--- config.mk ---
export PLATFORM = sky130hd
export DESIGN_NAME = tks_keying_seq
export DESIGN_NICKNAME = d
export VERILOG_FILES = /design/src/rtl/tks_pkg.sv /design/src/rtl/tks_motor_if.sv /design/src/rtl/tks_keying_seq.sv /design/src/rtl/tks_sync.sv /design/src/rtl/tks_motor_drv.sv
export VERILOG_INCLUDE_DIRS = /design/src /design/src/rtl
export SDC_FILE = /design/constraint.sdc
export NUM_CORES = 1
export LEC_CHECK = 0
export CORE_ASPECT_RATIO = 0.9
export CORE_MARGIN = 2
export CORE_UTILIZATION = 35
export DETAILED_ROUTE_END_ITERATION = 7
export DONT_BUFFER_PORTS = 1
export GPL_TIMING_DRIVEN = 0
export HOLD_SLACK_MARGIN = 0.02
export PLACE_DENSITY = 0.49
export SYNTH_ARGS = -nofsm -noshare
export SYNTH_HDL_FRONTEND = slang
export SYNTH_HIERARCHICAL = 1
export SYNTH_SLANG_ARGS = --single-unit
--- constraint.sdc ---
create_clock -name core_clk -period 4.35 [get_ports core_clk]
set_input_delay 0 -clock core_clk [delete_from_list [all_inputs] [get_ports core_clk]]
set_output_delay 0 -clock core_clk [all_outputs]
set_load 0.02 [all_outputs]
--- src/rtl/tks_regs.svh ---
// Register offsets, field positions, reset values and timing counts of the keying sequencer.
// Assumes a 100 MHz core clock and 32-bit classic Wishbone register access.
`ifndef TKS_REGS_SVH
`define TKS_REGS_SVH

`define TKS_ADDR_CTRL       8'h00
`define TKS_ADDR_RATE       8'h04
`define TKS_ADDR_SEL        8'h08
`define TKS_ADDR_MOTOR      8'h0C
`define TKS_ADDR_STATUS     8'h10

`define TKS_CTRL_STANDBY    0
`define TKS_CTRL_KEY        1
`define TKS_CTRL_TALK       2
`define TKS_CTRL_RESET      3'h1

`define TKS_SEL_OUT_LSB     0
`define TKS_SEL_IN_LSB      4
`define TKS_SEL_BIAS_LSB    8
`define TKS_SEL_RESET       12'hA21

`define TKS_MOT_ON          0
`define TKS_MOT_FAST        1
`define TKS_MOT_DIR         2
`define TKS_MOT_STRIDE      3
`define TKS_MOT_RESET       9'h000

`define TKS_ST_STEP_LSB     0
`define TKS_ST_DONE         4
`define TKS_ST_OUT_RELAY    5
`define TKS_ST_IN_RELAY     6
`define TKS_ST_BIAS         7
`define TKS_ST_KEY_OUT      8
`define TKS_ST_RF           9
`define TKS_ST_LOCKOUT      10
`define TKS_ST_LOCKON       11
`define TKS_ST_CLAMP        12

`define TKS_STEP_LAST       4'hA
`define TKS_CLK_PERIOD_NS   10
`define TKS_STEP_TIME_NS    300000
`define TKS_STEP_CYCLES     (`TKS_STEP_TIME_NS / `TKS_CLK_PERIOD_NS)
`define TKS_LOW_PERIOD_NS   10000
`define TKS_LOW_ON_NS       2000
`define TKS_LOW_PERIOD_CYC  (`TKS_LOW_PERIOD_NS / `TKS_CLK_PERIOD_NS)
`define TKS_LOW_ON_CYC      (`TKS_LOW_ON_NS / `TKS_CLK_PERIOD_NS)

`endif

--- src/rtl/tks_pkg.sv ---
// Types shared by the keying sequencer modules.
// Assumes tks_regs.svh supplies all numeric constants.
package tks_pkg;

  typedef logic [3:0] tks_step_t;

  typedef struct packed {
    logic [2:0]  ctrl;
    logic [15:0] rate;
    logic [11:0] sel;
    logic [8:0]  motor;
    logic [15:0] presc;
    tks_step_t   step;
    logic        out_relay;
    logic        in_relay;
    logic        bias_en;
    logic        key_out;
    logic        done_n;
    logic        ack;
    logic [31:0] dat;
  } tks_state_s;

endpackage

--- src/rtl/tks_motor_if.sv ---
// Motor command and drive bundle between the sequencer core and the motor driver.
// Assumes both ends run on the same core clock.
`timescale 1ns/1ns
interface tks_motor_if #(parameter int N = 3);
  logic [N-1:0] on;
  logic [N-1:0] fast;
  logic [N-1:0] dir;
  logic         bias_active;
  logic [N-1:0] drive_on;
  logic [N-1:0] drive_dir;
  modport ctl (output on, output fast, output dir, output bias_active, input drive_on, input drive_dir);
  modport drv (input on, input fast, input dir, input bias_active, output drive_on, output drive_dir);
endinterface

--- src/rtl/tks_keying_seq.sv ---
// Transmit keying sequencer: relay and bias stepping, lockout, lockon, key-out gating, motor commands.
// Assumes key, talk, RF sense and bias clamp are asynchronous pins; registers over classic Wishbone.
`timescale 1ns/1ns
`include "tks_regs.svh"
// Operation
// - Key or talk input starts the step progression.
// - Key released and no lockon: step held at zero, relays, bias and key-out off.
// - Output relay at step 1, input relay step 2, bias step 10, in order.
// - Step rate and step chosen per output are software adjustable.
// - Ready indication from final step; high while off or sequencing.
// - RF before completion forces step zero while RF persists.
// - Online with RF present holds completed state despite key release.
// - Outside standby, key-out only while key closed and online; postponed until done.
// - Bias clamp input suppresses bias enable regardless of sequence.
// - Three identical motor channels: tune, load, bandswitch.
// - Low speed chops motor on with a low-duty square wave.
// - Bandswitch motor blocked while bias enable is active.
// - Standby blocks keying, passes key through; operate key+talk; break-in key only.
module tks_keying_seq #(
  parameter logic [15:0] STEP_CYCLES = 16'(`TKS_STEP_CYCLES),
  parameter int          LOW_PERIOD  = `TKS_LOW_PERIOD_CYC,
  parameter int          LOW_DUTY    = `TKS_LOW_ON_CYC
) (
  input  wire logic        core_clk,
  input  wire logic        rst,
  input  wire logic        wb_cyc_i,
  input  wire logic        wb_stb_i,
  input  wire logic        wb_we_i,
  input  wire logic [7:0]  wb_adr_i,
  input  wire logic [3:0]  wb_sel_i,
  input  wire logic [31:0] wb_dat_i,
  output logic      [31:0] wb_dat_o,
  output logic             wb_ack_o,
  input  wire logic        key_in,
  input  wire logic        ptt_in,
  input  wire logic        rf_sense_in,
  input  wire logic        bias_clamp_in,
  output logic             out_relay_o,
  output logic             in_relay_o,
  output logic             bias_en_o,
  output logic             key_out_o,
  output logic             sequence_done_step_n,
  output logic      [2:0]  motor_on_o,
  output logic      [2:0]  motor_dir_o
);
  localparam int NMOT = 3;

  tks_pkg::tks_state_s s_q;
  tks_pkg::tks_state_s s_d;

  logic [3:0]        pins_s;
  logic              key_s;
  logic              ptt_s;
  logic              rf_s;
  logic              clamp_s;
  logic              standby;
  logic              key_req;
  logic              done;
  logic              lockout;
  logic              lockon;
  logic              wb_hit;
  logic [2:0]        reg_idx;
  logic [31:0]       status;
  logic [31:0]       wr_word;
  tks_pkg::tks_step_t sel_out;
  tks_pkg::tks_step_t sel_in;
  tks_pkg::tks_step_t sel_bias;

  tks_motor_if #(.N(NMOT)) mif ();

  tks_sync #(
    .W (4)
  ) u_sync (
    .core_clk (core_clk),
    .rst      (rst),
    .async_in ({bias_clamp_in, rf_sense_in, ptt_in, key_in}),
    .sync_out (pins_s)
  );

  assign key_s   = pins_s[0];
  assign ptt_s   = pins_s[1];
  assign rf_s    = pins_s[2];
  assign clamp_s = pins_s[3];

  // Register index decode; 3'h7 marks an unmapped word
  function automatic logic [2:0] tks_reg_index(input logic [7:0] adr);
    logic [2:0] idx;
    idx = 3'h7;
    if (adr == `TKS_ADDR_CTRL)
      idx = 3'h0;
    else if (adr == `TKS_ADDR_RATE)
      idx = 3'h1;
    else if (adr == `TKS_ADDR_SEL)
      idx = 3'h2;
    else if (adr == `TKS_ADDR_MOTOR)
      idx = 3'h3;
    else if (adr == `TKS_ADDR_STATUS)
      idx = 3'h4;
    return idx;
  endfunction

  function automatic logic [31:0] tks_merge(input logic [31:0] old_v, input logic [31:0] new_v,
                                            input logic [3:0] sel);
    logic [31:0] r;
    r = old_v;
    for (int b = 0; b < 4; b++)
    begin
      if (sel[b])
        r[8*b +: 8] = new_v[8*b +: 8];
    end
    return r;
  endfunction

  // Mode gating: standby keys nothing, path enables pick key and talk
  assign standby  = s_q.ctrl[`TKS_CTRL_STANDBY];
  assign key_req  = !standby && ((key_s && s_q.ctrl[`TKS_CTRL_KEY]) ||
                                 (ptt_s && s_q.ctrl[`TKS_CTRL_TALK]));
  assign done     = (s_q.step == `TKS_STEP_LAST);
  assign lockout  = !done && rf_s;
  assign lockon   = done && rf_s;
  assign sel_out  = s_q.sel[`TKS_SEL_OUT_LSB +: 4];
  assign sel_in   = s_q.sel[`TKS_SEL_IN_LSB +: 4];
  assign sel_bias = s_q.sel[`TKS_SEL_BIAS_LSB +: 4];
  assign wb_hit   = wb_cyc_i && wb_stb_i && !s_q.ack;
  assign reg_idx  = tks_reg_index(wb_adr_i);

  always_comb
  begin
    status                                = '0;
    status[`TKS_ST_STEP_LSB +: 4]         = s_q.step;
    status[`TKS_ST_DONE]                  = !s_q.done_n;
    status[`TKS_ST_OUT_RELAY]             = s_q.out_relay;
    status[`TKS_ST_IN_RELAY]              = s_q.in_relay;
    status[`TKS_ST_BIAS]                  = s_q.bias_en;
    status[`TKS_ST_KEY_OUT]               = s_q.key_out;
    status[`TKS_ST_RF]                    = rf_s;
    status[`TKS_ST_LOCKOUT]               = lockout;
    status[`TKS_ST_LOCKON]                = lockon;
    status[`TKS_ST_CLAMP]                 = clamp_s;
  end

  always_comb
  begin
    s_d     = s_q;
    wr_word = 32'h0000_0000;
    // Ack for one cycle per request; the master must drop stb before the next
    s_d.ack = wb_hit;
    if (wb_hit && wb_we_i)
    begin
      // Only enabled bytes change; bits above a field are dropped on purpose
      unique case (reg_idx)
        3'h0:
        begin
          wr_word  = tks_merge(32'(s_q.ctrl), wb_dat_i, wb_sel_i);
          s_d.ctrl = wr_word[2:0];
        end
        3'h1:
        begin
          wr_word  = tks_merge(32'(s_q.rate), wb_dat_i, wb_sel_i);
          s_d.rate = wr_word[15:0];
        end
        3'h2:
        begin
          wr_word = tks_merge(32'(s_q.sel), wb_dat_i, wb_sel_i);
          s_d.sel = wr_word[11:0];
        end
        3'h3:
        begin
          wr_word   = tks_merge(32'(s_q.motor), wb_dat_i, wb_sel_i);
          s_d.motor = wr_word[8:0];
        end
        default: s_d.motor = s_q.motor;
      endcase
    end
    if (wb_hit && !wb_we_i)
    begin
      unique case (reg_idx)
        3'h0: s_d.dat = 32'(s_q.ctrl);
        3'h1: s_d.dat = 32'(s_q.rate);
        3'h2: s_d.dat = 32'(s_q.sel);
        3'h3: s_d.dat = 32'(s_q.motor);
        3'h4: s_d.dat = status;
        default: s_d.dat = 32'h0000_0000;
      endcase
    end

    // Step progression; RF sensed mid-sequence wins over everything
    if (lockout)
    begin
      s_d.step  = '0;
      s_d.presc = '0;
    end
    else if (lockon)
    begin
      s_d.step  = s_q.step;
      s_d.presc = '0;
    end
    else if (!key_req)
    begin
      s_d.step  = '0;
      s_d.presc = '0;
    end
    else if (!done)
    begin
      // A rate of zero behaves as one so the ramp never stalls
      if (s_q.presc + 16'h0001 >= s_q.rate)
      begin
        s_d.presc = '0;
        s_d.step  = s_q.step + 4'h1;
      end
      else
        s_d.presc = s_q.presc + 16'h0001;
    end

    // Outputs from the next step, so they move on the same edge as the step
    s_d.out_relay = (s_d.step != '0) && (s_d.step >= sel_out);
    s_d.in_relay  = (s_d.step != '0) && (s_d.step >= sel_in);
    s_d.bias_en   = (s_d.step != '0) && (s_d.step >= sel_bias) && !clamp_s;
    s_d.done_n    = (s_d.step != `TKS_STEP_LAST);
    // Gating key-out on the final step keeps the exciter from racing the relays
    s_d.key_out   = standby ? key_s : (key_s && (s_d.step == `TKS_STEP_LAST));
  end

  always_ff @(posedge core_clk or posedge rst)
  begin
    if (rst)
    begin
      s_q        <= '0;
      s_q.ctrl   <= `TKS_CTRL_RESET;
      s_q.rate   <= STEP_CYCLES;
      s_q.sel    <= `TKS_SEL_RESET;
      s_q.motor  <= `TKS_MOT_RESET;
      s_q.done_n <= 1'b1;
    end
    else
      s_q <= s_d;
  end

  // Motor command lines, three per channel
  for (genvar i = 0; i < NMOT; i++)
  begin : g_mot
    assign mif.on[i]   = s_q.motor[i*`TKS_MOT_STRIDE + `TKS_MOT_ON];
    assign mif.fast[i] = s_q.motor[i*`TKS_MOT_STRIDE + `TKS_MOT_FAST];
    assign mif.dir[i]  = s_q.motor[i*`TKS_MOT_STRIDE + `TKS_MOT_DIR];
  end
  assign mif.bias_active = s_d.bias_en | s_q.bias_en;

  tks_motor_drv #(
    .N      (NMOT),
    .PERIOD (LOW_PERIOD),
    .DUTY   (LOW_DUTY)
  ) u_motor (
    .core_clk (core_clk),
    .rst      (rst),
    .mif      (mif)
  );

  assign wb_dat_o             = s_q.dat;
  assign wb_ack_o             = s_q.ack;
  assign out_relay_o          = s_q.out_relay;
  assign in_relay_o           = s_q.in_relay;
  assign bias_en_o            = s_q.bias_en;
  assign key_out_o            = s_q.key_out;
  assign sequence_done_step_n = s_q.done_n;
  assign motor_on_o           = mif.drive_on;
  assign motor_dir_o          = mif.drive_dir;
endmodule // tks_keying_seq

--- src/rtl/tks_sync.sv ---
// Three-stage input synchroniser with agreement filter.
// Assumes inputs are asynchronous to core_clk.
`timescale 1ns/1ns
module tks_sync #(
  parameter int W = 4
) (
  input  wire logic         core_clk,
  input  wire logic         rst,
  input  wire logic [W-1:0] async_in,
  output logic      [W-1:0] sync_out
);
  typedef struct packed {
    logic [W-1:0] s1;
    logic [W-1:0] s2;
    logic [W-1:0] s3;
    logic [W-1:0] out;
  } tks_sync_state_s;

  tks_sync_state_s s_q;
  tks_sync_state_s s_d;

  // First stage feeds only the second; a change counts once stages two and three agree
  always_comb
  begin
    s_d     = s_q;
    s_d.s1  = async_in;
    s_d.s2  = s_q.s1;
    s_d.s3  = s_q.s2;
    s_d.out = (s_q.s2 & s_q.s3) | (s_q.out & (s_q.s2 ^ s_q.s3));
  end

  always_ff @(posedge core_clk or posedge rst)
  begin
    if (rst)
      s_q <= '0;
    else
      s_q <= s_d;
  end

  assign sync_out = s_q.out;
endmodule // tks_sync

--- src/rtl/tks_motor_drv.sv ---
// Motor channel drivers with low-speed chopping and bandswitch bias interlock.
// Assumes channel N-1 is the bandswitch and commands come from registers on core_clk.
`timescale 1ns/1ns
`include "tks_regs.svh"
module tks_motor_drv #(
  parameter int N      = 3,
  parameter int PERIOD = `TKS_LOW_PERIOD_CYC,
  parameter int DUTY   = `TKS_LOW_ON_CYC
) (
  input  wire logic core_clk,
  input  wire logic rst,
  tks_motor_if.drv  mif
);
  localparam int CW = $clog2(PERIOD);

  typedef struct packed {
    logic [CW-1:0] cnt;
    logic [N-1:0]  on;
    logic [N-1:0]  dir;
  } tks_motor_state_s;

  tks_motor_state_s s_q;
  tks_motor_state_s s_d;
  logic             wave;

  always_comb
  begin
    s_d   = s_q;
    // Free-running chopper, so slow motion has a fixed low duty
    s_d.cnt = (s_q.cnt == CW'(PERIOD - 1)) ? '0 : s_q.cnt + 1'b1;
    wave    = (s_q.cnt < CW'(DUTY));
    for (int i = 0; i < N; i++)
    begin
      // Each channel is the same: on, speed and direction lines
      s_d.on[i]  = mif.on[i] & (mif.fast[i] | wave);
      s_d.dir[i] = mif.dir[i];
    end
    // Bandswitch must not move while tubes are biased on
    s_d.on[N-1] = s_d.on[N-1] & ~mif.bias_active;
  end

  always_ff @(posedge core_clk or posedge rst)
  begin
    if (rst)
      s_q <= '0;
    else
      s_q <= s_d;
  end

  assign mif.drive_on  = s_q.on;
  assign mif.drive_dir = s_q.dir;
endmodule // tks_motor_drv

# Word-level counts from Yosys, hierarchy flattened
# Index checks and enable logic that the tools add are counted.
[totals]
ff_bits = 130
word_cells = 102
[op_classes]
addsub = 3
n_lt_le_gt_ge = 5
n_eq_ne = 13
n_mux = 14
bitwise = 13
n_reduce_logical = 31
[op_table]
columns = ["operator", "n"]
rows = [
  ["$mux 20", 4],
  ["$pmux 16 s5", 1],
  ["$reduce_and 3->1", 7],
  ["$add 16x1->16 const B", 1],
  ["$eq 8x4->1 const B", 2],
  ["$ge 16x16->1", 1],
  ["$mux 16", 1],
  ["$logic_and 1x1->1", 14],
  ["$ge 4x4->1", 3],
  ["$mux 3", 4],
  ["$add 10x1->10 const B", 1],
  ["$eq 10x10->1 const B", 1],
  ["$lt 10x8->1 const B", 1],
  ["$mux 10", 1],
  ["$and 4x4->4", 2],
  ["$eq 4x4->1 const B", 2],
  ["$eq 8x3->1 const B", 1],
  ["$eq 8x5->1 const B", 1],
  ["$logic_not 8->1", 1],
  ["$eq 3x2->1 const B", 2],
  ["$logic_not 1->1", 6],
  ["$add 4x1->4 const B", 1],
  ["$and 1x1->1", 4],
  ["$mux 4", 1],
  ["other kinds (13)", 16],
]

# Logic depth before layout (Yosys ltp)
[depth]
word_depth = 13
depth_mapped = 22

# Hierarchy
# Netlist, hierarchy kept.
[by_module_without_submodules]
columns = ["mod", "instances", "cells_per_inst", "area_each_um2", "seq_area_each_um2"]
rows = [
  ["tks_keying_seq", 1, 482, 4710.8, 2068.2],
  ["tks_motor_drv", 1, 62, 719.4, 400.4],
  ["tks_sync", 1, 29, 514.2, 400.4],
]

# Least setup slack after synthesis
# Ideal clock, no wire load.
[synth_path]
kind = "register to register"
from = "register s_q[42] (netlist bit)"
to = "register u_motor.s_q (netlist bit u_motor/mif.drive_on[2])"
setup_ns = 0.080
t_arrival_ns = 4.380
required_ns = 4.270
slack_ns = -0.110
path_stages_with_launch = 23
n_path_buf = 0
path_cell_list = "dfrtp_1 nand3_1 nor2_1 and3_1 and3_1 and3_1 nand3_1 xnor2_1 ha_1 nand4_1 nor3_2 o311ai_4 a31oi_1 mux2i_1 ha_1 nand2b_1 a21oi_1 nor2_1 a41oi_1 a21oi_1 o31ai_1 o21bai_2 nor3b_2"
[synth_rtl]
columns = ["item", "line_no", "text"]
rows = [
  ["from (decl)", "tks_keying_seq.sv:48", "tks_pkg::tks_state_s s_q;"],
  ["to (signal assigned)", "tks_motor_drv.sv:45", "s_q <= '0;"],
  ["to (signal assigned)", "tks_motor_drv.sv:47", "s_q <= s_d;"],
  ["to (decl)", "tks_motor_drv.sv:22", "tks_motor_state_s s_q;"],
]

==> impl_metrics.yaml <==
worst_hold_path:
  min_from: "wb_we_i"
  hold_path.class: "input pin to register"
clock_tree:
  clk_path_buf_depth: 2
  cts_max_level: 4
  cts_num_sinks: 114
  cts_made_buffers: 17
  clock_insertion_delay_worst_skew_ns: 0.41
  cts.clk_slew.worst_paths_ns: 0.05
  clock-root-buffer: "clkbuf_16"
  tritoncts: "done"
pwr:
  p_seq_frac: 0.453
  switching_share: 0.223
  power_density_nw_per_um2: 322
  p_int_mw: 1.86
  combinational_power_share: 0.048
  power.net_switching_uw: 536
  p_total_mw: 2.40
  clock_power_share: 0.499
  peak_supply_drop_mv: 0.228
  total_leakage_power_nw: 3.71
placed_design:
  buffer_ports.inserted: 0
  place.gp.congestion: 0.804
  dpl_hpwl_mm: 11.0
  place_ws_ns: -0.961
sta:
  max_clock_freq_mhz: 223
  fin_skew_ns: 0.00819
  max-slew-margin-rel: 0.295
  final_setup_vio_count: 2
  layout_min_cycle_time_ns: 4.49
  setup_ws_ns: -0.144
  tns_ns: -0.202
  layout_worst_path_cycle_share: 1.03
  hold_viol_final: 0
  grt_setup_unrepaired: "true"
  worstMarginPinSlew_ns: 1.04
  final-max-slew-violation-count: 0
drt:
  drtIter0Drc: 242
  dr_total_vias: 4482
  avgRoutedWirePerCell_microns: 16.9
  drc_errors: 0
  detail-route-antenna-nets: 0
  route.final.wire_length_mm: 15.0
  drt-vias-per-instance: 5.05
  detailedRoute.firstPassIterationCount: 5
cells_and_area:
  fin_nets: 750
  final-seq-area_sq_um: 2870
  fillers: 1560
  antenna_cells: 0
  multi_input_area_sq_um: 2770
  post-route-util: 0.445
  drive_above_1_share: 0.256
  area.growth.synth_to_final_pct: 25.2
global_routing:
  grt_total_ovfl: 0
  grt_pass1_wl_mm: 23.7
  track_usage: 0.172
  grt_antenna_before_repair: 1
  first_global_vias: 4490
  grt_start_max_net_pins: 53
critical_path:
  critPathCaptureType: "register"
  timing.critical_path.slowest_stage_cell: "dfrtp_2"
  crit_start: "s_q[43]$_DFFE_PP0P_"
  critical-path-top-cell-by-count: "and3_4"
  critical_path.max_stage_delay_ns: 0.41
  r2r_start: "s_q[43]$_DFFE_PP0P_"
  critical_path.max_fanout: 5
  startpoint_type: "register"
  cp.required_ns: 4.68
  crit_path_arrival_time_ns: 4.82
  timing_worst_setup_path_type: "register to register"
  cp_cell_sequence: "nand3_2 > nor2_4 > and3_4 > and3_4 > and3_4 > nand3_2 > xnor2_2 > ha_1 > nand4_1 > nor3_4 > o311ai_4 > a31oi_2 > mux2i_2 > ha_1 > nand2b_4 > a21oi_4 > nor2_1 > a41oi_1 > a21oi_1 > o31ai_2 > o21bai_2 > nor3b_2"
floorplanning:
  rows: 45
  design.portCount: 97
  die_width_microns: 141
  initial_core_util: 0.355
  dieArea_sq_um: 18000
  core_region_area_sq_um: 16700
  die_height_microns: 128
synthesis:
  post_synth_num_cell_types: 60
  combinational_family_with_the_most_area_after_synthesis: "compound AO/OA/AOI/OAI gates"
  synth_compound_gate_area_share: 0.152
  post_synth_main_area_contributors: "dfrtp_1 (43%), ha_1 (6.9%), dfstp_2 (5.7%)"
  post_synth_mux_area_share: 0.0503
  synth_area_leader_cell: "dfrtp_1"
  synth_top_area_frac: 0.425
  post-synth-top-count-cell: "dfrtp_1"
  synth.cell_area_sq_um: 5940
  seq_area_frac_synth: 0.483
  async_flop_share: 1.00
  dominantRegCellSynth: "dfrtp_1"
  synth_enable_flop_cells: 0
  yosys-top-cells-count: "dfrtp_1 (101), nand2_1 (66), o21ai_0 (48)"
  syn_area_per_cell_sq_um: 10.4
  synth_xor_area_frac: 0.0309
  synth_seq_cells: 114
  synthesis.instances: 573
  yosys.area_share.adder: 0.0695
  yosys.area_share.simple: 0.126
  ys_warn_count: 6
status:
  outcome: "complete, but fails checks"
  failed_checks: "setup timing"
job:
  maxCapViolations: 0
## cell families after synthesis
| logic type | count (synthesis) |
|---|---|
| muxes | 27 |
| DFF | 114 |
| xor gates and xnor gates | 21 |
| and+or+nand+nor | 154 |
| buffers and inverters | 95 |
| adders and majority gates | 33 |
| AOI/OAI and AO/OA | 128 |
| other | 1 |
## sequential cells by signal (all words and copies together), names as in the netlist, 4 cells and up
| signal | count |
|---|---|
| wb_dat_o | 16 |
| u_sync/s_d | 8 |
| s_q | 51 |
| u_sync/s_q | 4 |
| u_sync/sync_out | 4 |
| u_motor/s_q | 10 |
## per-stage QoR
| stage | std cells | hold slack (ns) | cell area (sq um) |
|---|---|---|---|
| global placement | 799 | -0.0368 | 6270 |
| floorplan | 588 | -0.0863 | 6010 |
| CTS | 879 | 0.0514 | 7320 |
| detailed placement | 800 | -0.0890 | 6300 |
| global route | 888 | 0.0737 | 7440 |
| finish | 888 | 0.0644 | 7440 |
## worst paths after layout
path,endpoint,slack (ns),depth (start not counted)
worst max-delay path,u_motor/mif.drive_on[2]$_DFF_PP0_,-0.14,22
worst min-delay path,s_q[83]$_DFFE_PP1P_,0.06,4
worst max register to register,u_motor/mif.drive_on[2]$_DFF_PP0_,-0.14,22
worst min register to register,u_sync/s_d[7]$_DFF_PP0_,0.34,0
max in group asynchronous,s_q[91]$_DFFE_PP1P_,3.54,3
min in group asynchronous,mif.dir[0]$_DFFE_PP0P_,0.12,2
## layout by cell type (no fill, tap or decap), types with 3 or more instances in the layout
cell type      synthesis  final
clkbuf_1              15     23
clkinv_2               0      4
mux2_2                18     18
o21ai_0               48     48
and3_4                 1      6
nor3_1                 6      6
buf_2                  3      3
ha_1                  33     32
dlygate4sd3_1          0     26
dfrtp_1              101     99
mux2i_1                7      6
a31oi_1                6      5
nand2b_1               6      5
a222oi_1               5      5
a41oi_1                3      3
buf_4                 42     72
xnor2_1                9      7
a22o_1                12     12
conb_1                 1     16
and3_1                11      6
o21a_1                 4      4
nand3_2                0      3
inv_1                 35     34
clkbuf_16              0     17
o221a_2                3      3
xor2_1                12     12
nor2b_1                5      5
or3_1                  3      3
a21oi_1               15     14
a221oi_1               3      3
nand2_1               66     66
a21o_1                 8      8
nor2_1                25     23
dfstp_2               13     13
nand3_1               13      9
## layer usage
metal | vias to the layer above | wire length [microns] | share of wire | GRT usage
li1 | 2149 | - | - | -
met1 | 2214 | 6930 | 0.46 | 0.225
met2 | 93 | 7070 | 0.47 | 0.276
met3 | 24 | 654 | 0.044 | 0.0390
met4 | 2 | 307 | 0.021 | 0.0700
met5 | - | 13 | 0.00087 | 0
## worst max-delay path, delay by kind of cell (launching register included)
kind	cells	cell delay [ns]
multiplexers	1	0.32
AND/OR/NAND/NOR	11	1.69
flip-flops	1	0.41
adder cells (fa/ha/maj)	2	0.58
XOR/XNOR	1	0.16
AO/OA/AOI/OAI	7	1.24
## layout make-up
class / count / share of cell area
flip-flops and latches: 114 / 0.386
well taps: 211 / 0.0355
multi-input cells: 379 / 0.372
clock inverters: 6 / 0.00488
repair buffers: 57 / 0.0690
clock buffers: 26 / 0.0631
plain buffers: 60 / 0.0520
inverters: 35 / 0.0180
## power groups by stage
stage	combinational [mW]	clock, mW	sequential (mW)
final	0.115	1.20	1.09
after global placement	0.0853	0	1.10
after floorplan	0.0700	0	1.10
after CTS	0.116	1.23	1.09
after detailed placement	0.0906	0	1.10
after global routing	0.127	1.28	1.09
## repair_timing
item                       in CTS  in global routing
hold buffers                   26                  0
hold endpoints to repair      150                  0
setup buffers                  21                  9
pin swaps                      19                 16
setup endpoints to repair       4                  4
gates resized for setup        20                  8
No activity file was read; power rests on OpenSTA's default activity.
